--- src/core/fla_pkg.sv ---
// Shared constants and carrier types for the linear access and flash timing block
package fla_pkg;

  // Register port offsets
  localparam logic [3:0] OFS_PTR_HI   = 4'h0;
  localparam logic [3:0] OFS_PTR_MID  = 4'h1;
  localparam logic [3:0] OFS_PTR_LO   = 4'h2;
  localparam logic [3:0] OFS_WORD_INC = 4'h3;
  localparam logic [3:0] OFS_BYTE_INC = 4'h4;
  localparam logic [3:0] OFS_BYTE     = 4'h5;
  localparam logic [3:0] OFS_ADJUST   = 4'h6;
  localparam logic [3:0] OFS_DIVIDER  = 4'h7;
  localparam logic [3:0] OFS_STATUS   = 4'h8;
  localparam logic [3:0] OFS_COMMAND  = 4'h9;
  localparam logic [3:0] OFS_CONFIG   = 4'ha;

  // Status and config bit positions
  localparam int ST_DIV_LOADED = 7;
  localparam int ST_DONE       = 6;
  localparam int ST_BUSY       = 5;
  localparam int ST_ACC_ERR    = 4;
  localparam int CFG_SECT8     = 0;

  // Command codes
  localparam logic [7:0] CMD_BLANK = 8'h05;
  localparam logic [7:0] CMD_PROG  = 8'h20;
  localparam logic [7:0] CMD_BURST = 8'h25;
  localparam logic [7:0] CMD_SECT  = 8'h40;
  localparam logic [7:0] CMD_MASS  = 8'h41;
  localparam logic [7:0] CMD_ABORT = 8'h47;

  // Operation lengths in timing clock periods
  localparam int CNT_W        = 15;
  localparam int PROG_TICKS   = 9;
  localparam int BURST_TICKS  = 4;
  localparam int SECT_TICKS   = 4000;
  localparam int MASS_TICKS   = 20000;
  localparam int ABORT_TICKS  = 4;
  localparam int BLANK_TICKS  = 9;

  // Array geometry
  localparam int SECT_PROG_MASK  = 511;
  localparam int SECT_DATA4_MASK = 3;
  localparam int SECT_DATA8_MASK = 7;
  localparam int BURST_BLK_MASK  = 31;

  // Timing clock window and bus clock rate
  localparam int MCLK_KHZ     = 250000;
  localparam int FLASH_TIMING_CLOCK_MIN_KHZ = 150;
  localparam int FLASH_TIMING_CLOCK_MAX_KHZ = 200;
  localparam int PER_W        = 16;
  localparam int PER_MIN      = (MCLK_KHZ + FLASH_TIMING_CLOCK_MAX_KHZ - 1) / FLASH_TIMING_CLOCK_MAX_KHZ;
  localparam int PER_MAX      = MCLK_KHZ / FLASH_TIMING_CLOCK_MIN_KHZ;
  localparam int DIV_PRESCALE = 8;

  // Register access request
  typedef struct packed {
    logic       wr;
    logic       rd;
    logic [3:0] addr;
    logic [7:0] wdata;
  } fla_req_t;

  // Array program strobe
  typedef struct packed {
    logic        en;
    logic [16:0] addr;
    logic [7:0]  data;
  } fla_wr_t;

endpackage

--- src/core/fla_core.sv ---
// Linear pointer array access and program/erase timing sequencer
// Notes on behaviour
// - Auto-increment read returns byte, then pointer advances
// - Auto-increment write stores byte, then pointer advances
// - Word port sits below byte port, same
// - Plain port read leaves pointer unchanged
// - Plain port write leaves pointer unchanged
// - Adjust write adds signed byte to pointer
// - 0x7f adds 127, 0x80 minus 128
// - No commands before divider sets valid clock
// - Divider accepts a single write after reset
// - Operations timed in whole timing clock periods
// - Program 9, sector 4000, mass 20000 periods
// - Chained burst byte takes 4, sector erase abort at most 4 periods
// - Program array sectors are 512 bytes
// - Data array sectors selectable four or eight
// - Pointer is 17 bits over three bytes
// - Array write before divider sets access error
`timescale 1ns/1ps
`default_nettype none
module fla_core #(
  parameter int              ADDR_W      = 17,
  parameter logic [16:0]     DATA_BASE   = 17'h1f800,
  parameter int              SECT_TICKS_P = fla_pkg::SECT_TICKS,
  parameter int              MASS_TICKS_P = fla_pkg::MASS_TICKS,
  parameter int              PRESCALE    = fla_pkg::DIV_PRESCALE
) (
  // Clock, reset, enable
  input  wire logic              mclk,
  input  wire logic              rst,
  input  wire logic              ce,
  // Register port
  input  wire fla_pkg::fla_req_t req,
  output logic [7:0]             reg_rdata,
  // Array read path
  output logic [ADDR_W-1:0]      mem_rd_addr,
  input  wire logic [7:0]        mem_rdata,
  // Array operations
  output fla_pkg::fla_wr_t       prog,
  output logic                   erase_en,
  output logic [ADDR_W-1:0]      erase_base,
  output logic [ADDR_W-1:0]      erase_last,
  output logic                   hv_on
);

  logic [ADDR_W-1:0]        ptr;
  logic [7:0]               div_val;
  logic                     div_loaded;
  logic                     sect8;
  logic                     acc_err;
  logic                     done;
  logic                     armed;
  logic [ADDR_W-1:0]        op_addr;
  logic [7:0]               op_data;
  logic [7:0]               op_code;
  logic [fla_pkg::CNT_W-1:0] ticks_left;
  logic                     aborted;
  logic                     burst_v;
  logic [ADDR_W-1:0]        burst_last;
  logic                     tick;
  logic [fla_pkg::PER_W-1:0] period;
  logic                     div_ok;
  logic                     inc_port;
  logic                     data_port;
  logic                     arr_wr;
  logic                     arr_ok;
  logic                     cmd_wr;
  logic                     code_ok;
  logic                     abort_hit;
  logic                     launch;
  logic                     finish;
  logic                     burst_chain;
  logic                     is_data;
  logic [ADDR_W-1:0]        sect_mask;
  logic [fla_pkg::CNT_W-1:0] next_ticks;

  typedef enum logic {FLA_IDLE, FLA_RUN} fla_state_t;
  fla_state_t state;

  // Word and byte auto-increment ports alike
  assign inc_port  = (req.addr == fla_pkg::OFS_WORD_INC) || (req.addr == fla_pkg::OFS_BYTE_INC);
  assign data_port = inc_port || (req.addr == fla_pkg::OFS_BYTE);
  assign arr_wr    = req.wr && data_port;
  assign cmd_wr    = req.wr && (req.addr == fla_pkg::OFS_COMMAND);

  assign period = (fla_pkg::PER_W'(div_val) + fla_pkg::PER_W'(1)) * fla_pkg::PER_W'(PRESCALE);
  assign div_ok = div_loaded && (period >= fla_pkg::PER_W'(fla_pkg::PER_MIN))
                  && (period <= fla_pkg::PER_W'(fla_pkg::PER_MAX));

  assign code_ok = (req.wdata == fla_pkg::CMD_BLANK) || (req.wdata == fla_pkg::CMD_PROG)
                   || (req.wdata == fla_pkg::CMD_BURST) || (req.wdata == fla_pkg::CMD_SECT)
                   || (req.wdata == fla_pkg::CMD_MASS) || (req.wdata == fla_pkg::CMD_ABORT);
  assign arr_ok    = arr_wr && div_ok && !armed && !acc_err;
  assign abort_hit = cmd_wr && armed && (req.wdata == fla_pkg::CMD_ABORT) && (state == FLA_RUN)
                     && (op_code == fla_pkg::CMD_SECT);
  assign launch    = cmd_wr && armed && code_ok && (state == FLA_IDLE);
  assign finish    = (state == FLA_RUN) && tick && (ticks_left == fla_pkg::CNT_W'(1));

  assign burst_chain = burst_v && (op_addr == burst_last + ADDR_W'(1))
                       && ((op_addr & ~ADDR_W'(fla_pkg::BURST_BLK_MASK))
                           == (burst_last & ~ADDR_W'(fla_pkg::BURST_BLK_MASK)));

  assign is_data   = op_addr >= DATA_BASE;
  assign sect_mask = !is_data ? ADDR_W'(fla_pkg::SECT_PROG_MASK)
                   : (sect8 ? ADDR_W'(fla_pkg::SECT_DATA8_MASK) : ADDR_W'(fla_pkg::SECT_DATA4_MASK));

  always_comb
  begin
    case (req.wdata)
      fla_pkg::CMD_PROG:  next_ticks = fla_pkg::CNT_W'(fla_pkg::PROG_TICKS);
      fla_pkg::CMD_BURST: next_ticks = burst_chain ? fla_pkg::CNT_W'(fla_pkg::BURST_TICKS)
                                                   : fla_pkg::CNT_W'(fla_pkg::PROG_TICKS);
      fla_pkg::CMD_SECT:  next_ticks = fla_pkg::CNT_W'(SECT_TICKS_P);
      fla_pkg::CMD_MASS:  next_ticks = fla_pkg::CNT_W'(MASS_TICKS_P);
      fla_pkg::CMD_ABORT: next_ticks = fla_pkg::CNT_W'(fla_pkg::ABORT_TICKS);
      default:            next_ticks = fla_pkg::CNT_W'(fla_pkg::BLANK_TICKS);
    endcase
  end

  fla_tick #(
    .PER_W  (fla_pkg::PER_W)
  ) u_tick (
    .mclk   (mclk),
    .rst    (rst),
    .ce     (ce),
    .run    (state == FLA_RUN),
    .period (period),
    .tick   (tick)
  );

  // Linear address pointer
  always_ff @(posedge mclk)
  begin
    if (rst)
      ptr <= '0;
    else if (ce)
    begin
      if (req.wr && req.addr == fla_pkg::OFS_PTR_HI)
        ptr[ADDR_W-1:16] <= req.wdata[ADDR_W-17:0];
      else if (req.wr && req.addr == fla_pkg::OFS_PTR_MID)
        ptr[15:8] <= req.wdata;
      else if (req.wr && req.addr == fla_pkg::OFS_PTR_LO)
        ptr[7:0] <= req.wdata;
      else if (req.wr && req.addr == fla_pkg::OFS_ADJUST)
        ptr <= ptr + ADDR_W'($signed(req.wdata));
      else if ((req.wr || req.rd) && inc_port)
        ptr <= ptr + ADDR_W'(1);
    end
  end

  // Read data
  always_ff @(posedge mclk)
  begin
    if (rst)
      reg_rdata <= 8'h00;
    else if (ce && req.rd)
    begin
      case (req.addr)
        fla_pkg::OFS_PTR_HI:  reg_rdata <= 8'(ptr[ADDR_W-1:16]);
        fla_pkg::OFS_PTR_MID: reg_rdata <= ptr[15:8];
        fla_pkg::OFS_PTR_LO:  reg_rdata <= ptr[7:0];
        fla_pkg::OFS_WORD_INC, fla_pkg::OFS_BYTE_INC, fla_pkg::OFS_BYTE:
          reg_rdata <= mem_rdata;
        fla_pkg::OFS_DIVIDER: reg_rdata <= div_val;
        fla_pkg::OFS_STATUS:
        begin
          reg_rdata <= 8'h00;
          reg_rdata[fla_pkg::ST_DIV_LOADED] <= div_loaded;
          reg_rdata[fla_pkg::ST_DONE]       <= done;
          reg_rdata[fla_pkg::ST_BUSY]       <= state == FLA_RUN;
          reg_rdata[fla_pkg::ST_ACC_ERR]    <= acc_err;
        end
        fla_pkg::OFS_CONFIG:  reg_rdata <= {7'h00, sect8};
        default:              reg_rdata <= 8'h00;
      endcase
    end
  end

  // Divider and config
  always_ff @(posedge mclk)
  begin
    if (rst)
    begin
      div_val    <= 8'h00;
      div_loaded <= 1'b0;
      sect8      <= 1'b0;
    end
    else if (ce)
    begin
      if (req.wr && req.addr == fla_pkg::OFS_DIVIDER && !div_loaded)
      begin
        div_val    <= req.wdata;
        div_loaded <= 1'b1;
      end
      if (req.wr && req.addr == fla_pkg::OFS_CONFIG)
        sect8 <= req.wdata[fla_pkg::CFG_SECT8];
    end
  end

  // Access error flag, set wins over clear
  always_ff @(posedge mclk)
  begin
    if (rst)
      acc_err <= 1'b0;
    else if (ce)
    begin
      if ((arr_wr && (!div_ok || armed)) || (cmd_wr && (!armed || !code_ok))
          || (cmd_wr && armed && code_ok && state == FLA_RUN && !abort_hit)
          || (finish && aborted))
        acc_err <= 1'b1;
      else if (req.wr && req.addr == fla_pkg::OFS_STATUS && req.wdata[fla_pkg::ST_ACC_ERR])
        acc_err <= 1'b0;
    end
  end

  // Command latch and sequencer
  always_ff @(posedge mclk)
  begin
    if (rst)
    begin
      state      <= FLA_IDLE;
      armed      <= 1'b0;
      op_addr    <= '0;
      op_data    <= 8'h00;
      op_code    <= 8'h00;
      ticks_left <= '0;
      aborted    <= 1'b0;
      done       <= 1'b0;
      burst_v    <= 1'b0;
      burst_last <= '0;
    end
    else if (ce)
    begin
      if (arr_ok)
      begin
        armed   <= 1'b1;
        op_addr <= ptr;
        op_data <= req.wdata;
      end
      else if (cmd_wr)
        armed <= 1'b0;
      case (state)
        FLA_IDLE:
        begin
          if (launch)
          begin
            state      <= FLA_RUN;
            op_code    <= req.wdata;
            ticks_left <= next_ticks;
            aborted    <= 1'b0;
            done       <= 1'b0;
            if (req.wdata != fla_pkg::CMD_BURST)
              burst_v <= 1'b0;
          end
        end
        FLA_RUN:
        begin
          if (abort_hit)
          begin
            aborted <= 1'b1;
            if (ticks_left > fla_pkg::CNT_W'(fla_pkg::ABORT_TICKS))
              ticks_left <= fla_pkg::CNT_W'(fla_pkg::ABORT_TICKS);
          end
          else if (finish)
          begin
            state <= FLA_IDLE;
            done  <= 1'b1;
            if (op_code == fla_pkg::CMD_BURST)
            begin
              burst_v    <= 1'b1;
              burst_last <= op_addr;
            end
          end
          else if (tick)
            ticks_left <= ticks_left - fla_pkg::CNT_W'(1);
        end
        default: state <= FLA_IDLE;
      endcase
    end
  end

  // Array operation outputs
  always_ff @(posedge mclk)
  begin
    if (rst)
    begin
      prog       <= '0;
      erase_en   <= 1'b0;
      erase_base <= '0;
      erase_last <= '0;
      hv_on      <= 1'b0;
    end
    else if (ce)
    begin
      hv_on     <= (state == FLA_RUN) && !finish;
      prog.en   <= finish && (op_code == fla_pkg::CMD_PROG || op_code == fla_pkg::CMD_BURST);
      prog.addr <= op_addr;
      prog.data <= op_data;
      erase_en  <= finish && !aborted && (op_code == fla_pkg::CMD_SECT || op_code == fla_pkg::CMD_MASS);
      if (op_code == fla_pkg::CMD_MASS)
      begin
        erase_base <= is_data ? DATA_BASE : '0;
        erase_last <= is_data ? '1 : DATA_BASE - ADDR_W'(1);
      end
      else
      begin
        erase_base <= op_addr & ~sect_mask;
        erase_last <= op_addr | sect_mask;
      end
    end
  end

  assign mem_rd_addr = ptr;

endmodule
`default_nettype wire

--- src/core/fla_tick.sv ---
// Timing clock tick generator dividing the bus clock
`timescale 1ns/1ps
`default_nettype none
module fla_tick #(
  parameter int PER_W = 16
) (
  // Clock and control
  input  wire logic             mclk,
  input  wire logic             rst,
  input  wire logic             ce,
  input  wire logic             run,
  // Period in bus clock cycles
  input  wire logic [PER_W-1:0] period,
  // One-cycle tick
  output logic                  tick
);

  logic [PER_W-1:0] cnt;

  // Whole timing periods
  always_ff @(posedge mclk)
  begin
    if (rst || (ce && !run))
    begin
      cnt  <= '0;
      tick <= 1'b0;
    end
    else if (ce)
    begin
      if (cnt >= period - PER_W'(1))
      begin
        cnt  <= '0;
        tick <= 1'b1;
      end
      else
      begin
        cnt  <= cnt + PER_W'(1);
        tick <= 1'b0;
      end
    end
  end

endmodule
`default_nettype wire

--- config.mk ---
export PLATFORM = sky130hd
export DESIGN_NAME = fla_core
export DESIGN_NICKNAME = d
export VERILOG_FILES = /design/src/core/fla_pkg.sv /design/src/core/fla_core.sv /design/src/core/fla_tick.sv
export SDC_FILE = /design/constraint.sdc
export NUM_CORES = 1
export LEC_CHECK = 0
export ABC_AREA = 0
export BUFFER_PORTS_ARGS = -buffer_cell sky130_fd_sc_hd__buf_2
export CORE_AREA = 4 4 147 149
export CTS_CLUSTER_DIAMETER = 40
export CTS_CLUSTER_SIZE = 20
export DETAILED_ROUTE_END_ITERATION = 10
export DIE_AREA = 0 0 151 153
export PLACE_DENSITY_LB_ADDON = 0.3
export SETUP_SLACK_MARGIN = 0.1
export SLEW_MARGIN = 20
export SYNTH_ARGS = -nofsm -noshare
export SYNTH_HDL_FRONTEND = slang
export SYNTH_SLANG_ARGS = --single-unit
--- constraint.sdc ---
create_clock -name mclk -period 7.7 [get_ports mclk]
set_input_delay 0 -clock mclk [delete_from_list [all_inputs] [get_ports mclk]]
set_output_delay 0 -clock mclk [all_outputs]
set_load 0.005 [all_outputs]
==> summary.txt, run 1 <==
Worst setup path
  – Critical setup path kind: flop to flop
  – Worst r2r dst: u_tick.cnt[7]$_SDFFE_PP0P_
  – Worst R2R Path Depth: 13
  – CP required: 8040 ps
  – Register-to-register setup slack: about 4200 ps
  – Setup crit start kind: flop
  – Critical Path Source: div_val[1]$_SDFFE_PP0P_
  – Max Fanout on Critical Path: 14
  – CP Capture Type: flop
  – Worst r2r src: div_val[1]$_SDFFE_PP0P_
  – Arrival @ worst endpoint: 3850 ps

Die
  – Die width: around 150 um
  – Die H: 153 um
  – CORE AREA: between 20,000 and 25,000 um^2
  – Die area: approximately 23,000 um^2
  – Initial core utilization: 49.8%
  – Num ports: roughly 110
  – # rows: 52

Clocking
  – Clock-pin slew on the worst setup and hold paths: 70 ps
  – H-Tree Depth: 4
  – CTS Sinks: 181
  – CTS tree: done
  – Post-CTS sizing: 0
  – Clk buf depth: 2
  – Number of CTS-inserted buffers: 17
  – Worst-Skew Late Latency: roughly 430 ps
  – Root Driver: clkbuf_16

STA
  – Slew @ Worst Pin: 1070 ps
  – RSZ-0062 raised after global routing: no
  – Clock skew: approximately 11 ps
  – Setup TNS: 0 ps
  – Relative slew slack: a little over a quarter
  – Fin. Hold Viols: 0
  – Highest clock rate: 285 MHz
  – Final period util: 45.5%
  – Setup violators final: 0
  – Final Max Slew Viols: 0
  – Fin crit period: 3510 ps

Yosys
  – Asr flop ratio synth: 0%
  – Avg Synthesized Cell Area: approximately 8.2 um^2
  – Cells after Synth: ~1,200
  – Ys flop type: dfxtp_1
  – Flop and latch count out of synthesis: between 150 and 200
  – Mapped Area: around 10,000 um^2
  – Cell variety after synth: 77
  – Ys Warns: 0
  – Number of synthesized flops with an enable pin: 0
  – Sequential-to-total area share from yosys stat: a little over a third

Min path
  – Worst hold endpoint: sect8$_SDFFE_PP0P_
  – Min-Delay Path Class: primary input to flop
  – HP Start: req[0]
  – Hold path cells: 3

Layout
  – Multi-input gate area: a little under 6000 um^2
  – Fin nets: approximately 1,300
  – Most frequent cells in the layout: 181 x dfxtp_1, 154 x nor2_1, 108 x buf_2
  – # diodes: 0
  – Layout area overhead: 13.5%
  – FF/Latch Area: around 3600 um^2
  – Layout cells sized above 1: 13.3%
  – Fill cells: around 1,900
  – Commonest non-fill, non-tap cell in the layout: dfxtp_1
  – Design area: 11,400 um^2

Power and ir drop
  – Switching power share of the total: between 20% and 30%
  – Clk pwr share: roughly 45%
  – Final Power: slightly below 0.002 W
  – P per Cell Area: 174 nW/um^2
  – Comb power frac: between 6 and 7%
  – Peak VDD IR: between 0.15 and 0.2 mV
  – Internal power: 0.00149 W
  – Pleak: 4.54 nW
  – Net load switching power: ~0.0005 W
  – Seq pwr share: 48.4%

GRT
  – Gr usage total: around a quarter
  – Antenna violations before repair: 0
  – Global-route wire length before repair: 47,600 um
  – Vias in the first global route: around 9,100
  – GR Overflow Total: 0
  – Largest net degree at the start of global routing: about 90

Place
  – RePlAce Congestion: just over 0.9
  – Placement-stage cell area: roughly 11,000 um^2
  – DP HPWL: approximately 20,000 um
  – PortBufs: between 100 and 150

Drt
  – Routed wire per std cell: around 18 um
  – Drt first pass iters: 5
  – ANT nets after route: 0
  – # DRC: 0
  – Via total after detailed routing: 9,529
  – Detailed Route Iter0 Violations: roughly 800
  – Drt total wl: 29,000 um
  – Vias per cell: 6.08

Run
  – Max_cap viols: 0

Outcome
  – Status: finished clean
[metal layers]
metal	track usage (%)	vias up	routed length, um
li1	-	4627	-
met1	34.6	4486	13000
met2	39.7	351	13400
met3	4.29	65	1760
met4	8.85	0	812
met5	0	-	0
[worst max-delay path, cell delays in order, from the launching register on]
cell and delay [ps]:
dfxtp_1 490, ha_1 380, nand2_1 180, nor2_1 170, xnor2_1 230, nand2_1 80, nor2_1 160, nand2_1 150
ha_1 320, a21oi_1 170, nor2_1 60, a211oi_1 380, a31oi_2 380, nor3_1 270
[power groups by stage]
| stage | sequential [W] | clock (W) | combinational, W |
|---|---|---|---|
| after floorplan | 0.000975 | 0 | 0.0000841 |
| after global placement | 0.000980 | 0 | 0.000124 |
| after detailed placement | 0.000979 | 0 | 0.000125 |
| after CTS | 0.000958 | 0.000901 | 0.000132 |
| after global routing | 0.000959 | 0.000941 | 0.000147 |
| final | 0.000959 | 0.000890 | 0.000134 |
[synth_stat cells (all sizes together), types with 4 or more instances]
cell type,n,area share [%]
mux2i,59,6.0
nand3,38,1.9
o21a,5,0.37
xnor2,35,3.1
or3,8,0.50
o311ai,8,0.70
inv,31,1.2
dfxtp,181,36
o21ai,32,1.6
a22o,4,0.35
and2,11,0.69
a21oi,100,5.0
o2111ai,27,2.4
nor4,7,0.65
xor2,21,1.8
ha,35,4.4
a211oi,31,2.3
nand4,17,1.1
nor3,46,2.3
or4,5,0.37
a22oi,14,1.0
buf,21,1.2
o31ai,12,0.90
o41ai,25,2.2
nor3b,5,0.37
and3,16,1.0
nand2b,10,0.62
clkbuf,71,2.7
o221ai,4,0.35
nand2,86,3.2
o21ba,4,0.40
o211ai,5,0.37
o21bai,4,0.30
a21o,5,0.37
nor2,155,5.8
nor2b,15,0.93
a31oi,16,1.0
o22ai,4,0.25
[cell type report]
type | count | area share, %
sequential | 181 | 31.8
timing repair buffer | 137 | 6.98
inverter | 31 | 1.02
multi-input combinational | 917 | 52.1
clock inverter | 11 | 1.25
clock buffer | 20 | 3.92
tap | 270 | 2.96
[through the flow]
step                setup WS, ps  std cells  hold WS [ps]  utilization [%]
floorplan                   4620       1221           144                -
global placement            4170       1521           370             52.8
global route                3770       1567          73.0             56.5
detailed placement          4040       1521           380             52.8
CTS                         4190       1567          33.1             56.5
finish                      4190       1567          53.7             56.5
[worst max-delay path by stage]
stage,cells after the start,slack (ps),end
floorplan,14,4620,u_tick.cnt[10]$_SDFFE_PP0P_
global placement,13,4170,u_tick.cnt[13]$_SDFFE_PP0P_
detailed placement,11,4040,mem_rd_addr[10]$_SDFFE_PP0P_
CTS,13,4190,u_tick.cnt[7]$_SDFFE_PP0P_
global route,13,3770,u_tick.cnt[5]$_SDFFE_PP0P_
finish,13,4190,u_tick.cnt[7]$_SDFFE_PP0P_
[cells by family after synthesis]
family	share of synthesized area [%]
XOR/XNOR	4.89
multiplexers	6.27
flip-flops	36.1
adder cells (fa/ha/maj)	4.56
AO/OA/AOI/OAI	22.5
other	0.0374
buffers and inverters	5.04
AND/OR/NAND/NOR	20.6
[flip-flops by register name, indices dropped and copies added, names as in the netlist, 8 cells and up]
| name | flops |
|---|---|
| prog | 26 |
| burst_last | 17 |
| mem_rd_addr | 17 |
| op_addr | 17 |
| erase_last | 16 |
| u_tick.cnt | 16 |
| ticks_left | 15 |
| erase_base | 14 |
| div_val | 8 |
| op_code | 8 |
| op_data | 8 |
| reg_rdata | 8 |
[what timing repair did]
action,CTS,global route
hold endpoints to repair,35,0
setup buffers,0,0
hold buffers,15,0
Note: power is estimated with default switching activity, not from simulation.
==> inputs of run 2 (changes only) <==
clock period = 3.27 ns   (was 7.7 ns; I/O delays follow)
==> run 2 against run 1 <==
Effect of this change: fmax up 23%; core utilization is 0.63 points higher; critical endpoint is now u_tick.cnt[15]$_SDFFE_PP0P_; global-route usage is 0.43 points lower; sequential power up 130%; die area is the same; sequential share of layout area down 0.34 points; via count fell by 0.25%; power increased by 130%; flip-flop and latch count unchanged.
==> summary.txt, run 2 (synthesis results as in run 1) <==
Die
  – Die width: ~150 um
  – Initial core utilization: approximately 50%
  – Die H: 153 um
  – Num ports: roughly 110
  – # rows: 52
  – CORE AREA: around 20,000 um^2
  – Die area: approximately 23,000 um^2

Layout
  – Most frequent cells in the layout: 180 x dfxtp_1, 151 x nor2_1, 108 x buf_2
  – Design area: 11,500 um^2
  – # diodes: 0
  – Layout area overhead: 14.8%
  – Commonest non-fill, non-tap cell in the layout: dfxtp_1
  – Fin nets: between 1,000 and 1,500
  – Top reg by flops: prog
  – Layout cells sized above 1: 15.1%
  – Number of flip-flops in the largest register: 26
  – Post-Layout Cell Count: approximately 1,600

Power and ir drop
  – Switching power share of the total: between 20% and 30%
  – Final Power: between 0.004 and 0.005 W
  – Peak VDD IR: between 0.3 and 0.4 mV
  – Comb power frac: between 6 and 7%
  – Pleak: about 4.6 nW
  – Net load switching power: 0.00127 W
  – P per Cell Area: about 400 nW/um^2
  – Internal power: ~0.0034 W
  – Clk pwr share: 44.6%
  – Seq pwr share: roughly 49%

GRT
  – Antenna violations before repair: 0
  – Vias in the first global route: 8,942
  – Global-route wire length before repair: between 40,000 and 50,000 um
  – Gr usage total: roughly a quarter
  – GR Overflow Total: 0
  – Largest net degree at the start of global routing: between 150 and 200

Worst setup path
  – CP bufs+invs: 1
  – Critical path's top delay family: simple AND/OR/NAND/NOR gates
  – Max stage delay cell, worst path: dfxtp_1
  – Setup crit start kind: flop
  – Cell chain of the critical path: ha_4 -> nand2_1 -> nor2_2 -> xnor2_2 -> nand2_1 -> nor2_2 -> xnor2_1 -> ha_1 -> a41oi_1 -> o21ai_0 -> o21ai_1 -> a31oi_1 -> buf_4 -> nor3_1
  – Critical setup path kind: flop to flop
  – Max Fanout on Critical Path: 14
  – CP Capture Type: flop
  – Arrival @ worst endpoint: ~3200 ps
  – Max incr delay on CP: between 300 and 400 ps
  – CP required: roughly 3600 ps

Clocking
  – Clk buf depth: 2
  – Clock-pin slew on the worst setup and hold paths: around 80 ps
  – CTS tree: done
  – Setup repair bufs after CTS: 0
  – Root Driver: clkbuf_16
  – H-Tree Depth: 4
  – Number of CTS-inserted buffers: 17
  – CTS Sinks: between 150 and 200
  – Worst-Skew Late Latency: about 440 ps

STA
  – Final Max Slew Viols: 0
  – Clock skew: about 15 ps
  – Setup violators final: 0
  – Final period util: around 87%
  – RSZ-0062 raised after global routing: no
  – Fin. Hold Viols: 0
  – Fin crit period: between 2000 and 3000 ps
  – Highest clock rate: approximately 350 MHz
  – Slew @ Worst Pin: around 940 ps
  – Setup TNS: 0 ps
  – Relative slew slack: about 37%

Place
  – # placed instances: around 1,500
  – DP HPWL: about 20,000 um
  – PortBufs: about 110
  – Placement-stage cell area: ~11,000 um^2
  – RePlAce Congestion: 0.932

Min path
  – Min-Delay Path Class: primary input to flop

Drt
  – Detailed Route Iter0 Violations: 870
  – Via total after detailed routing: between 9,000 and 10,000
  – Drt first pass iters: 5
  – Routed wire per std cell: approximately 18 um
  – Drt total wl: 29,000 um
  – # DRC: 0
  – Vias per cell: around 6.0
  – ANT nets after route: 0

Run
  – Max_cap viols: 0

Outcome
  – Status: finished clean
## run 2: changes by cell type in the layout (fill, tap and decap cells not counted), moves of 2 or more
| cell | change |
|---|---|
| nor2_2 | +2 |
| buf_4 | +12 |
| inv_8 | +2 |
| dlygate4sd3_1 | -4 |
| clkbuf_1 | -2 |
| nor2_1 | -3 |
| bufinv_16 | -2 |
| clkinv_8 | +4 |
## run 2: final timing paths
check                           endpoint                      start  cells past startpoint  slack [ps]
max          u_tick.cnt[15]$_SDFFE_PP0P_    div_val[0]$_SDFFE_PP0P_                     14         410
min            reg_rdata[0]$_SDFFE_PP0P_               mem_rdata[0]                      4           7
max reg2reg  u_tick.cnt[15]$_SDFFE_PP0P_    div_val[0]$_SDFFE_PP0P_                     14         410
min reg2reg    reg_rdata[0]$_SDFFE_PP0P_  reg_rdata[0]$_SDFFE_PP0P_                      2         450
## run 2: power groups by stage
stage	clock [W]	combinational [W]	sequential, W
after floorplan	0	0.000198	0.00230
after global placement	0	0.000302	0.00231
after detailed placement	0	0.000305	0.00231
after CTS	0.00209	0.000317	0.00225
after global routing	0.00219	0.000351	0.00226
final	0.00207	0.000321	0.00225
## run 2: tightest hold or removal path, delay by kind of cell
kind | cells | cell delay [ps]
AOI/OAI and AO/OA | 3 | 320
buffers and inverters | 1 | 80
## run 2: layout make-up
type / instances / area (um^2)
tap: 270 / 338
fill: 1846 / 8650
clock inverter: 15 / 176
inverter: 31 / 116
clock buffer: 17 / 425
timing repair buffer: 146 / 866
sequential: 181 / 3620
multi-input combinational: 917 / 5980
## run 2: layer usage
metal | vias up | track usage, % | share of wire (%)
met1 | 4481 | 34.2 | 44
met4 | 0 | 7.94 | 2.7
met3 | 60 | 4.89 | 6.7
li1 | 4642 | - | -
met2 | 322 | 38.8 | 46
met5 | - | 0 | 0
## run 2: repair_timing
action,4_1_cts,5_1_grt
setup endpoints to repair,0,17
gates resized for setup,0,11
hold endpoints to repair,17,0
hold buffers,11,0
## run 2: per-stage QoR
stage	utilization (%)	setup slack, ps	hold WS (ps)
final	57.1	414	7.26
after global placement	53.3	183	381
after global routing	57.1	83.3	50.8
after detailed placement	53.4	159	386
after floorplan	-	192	144
after CTS	56.9	161	5.03
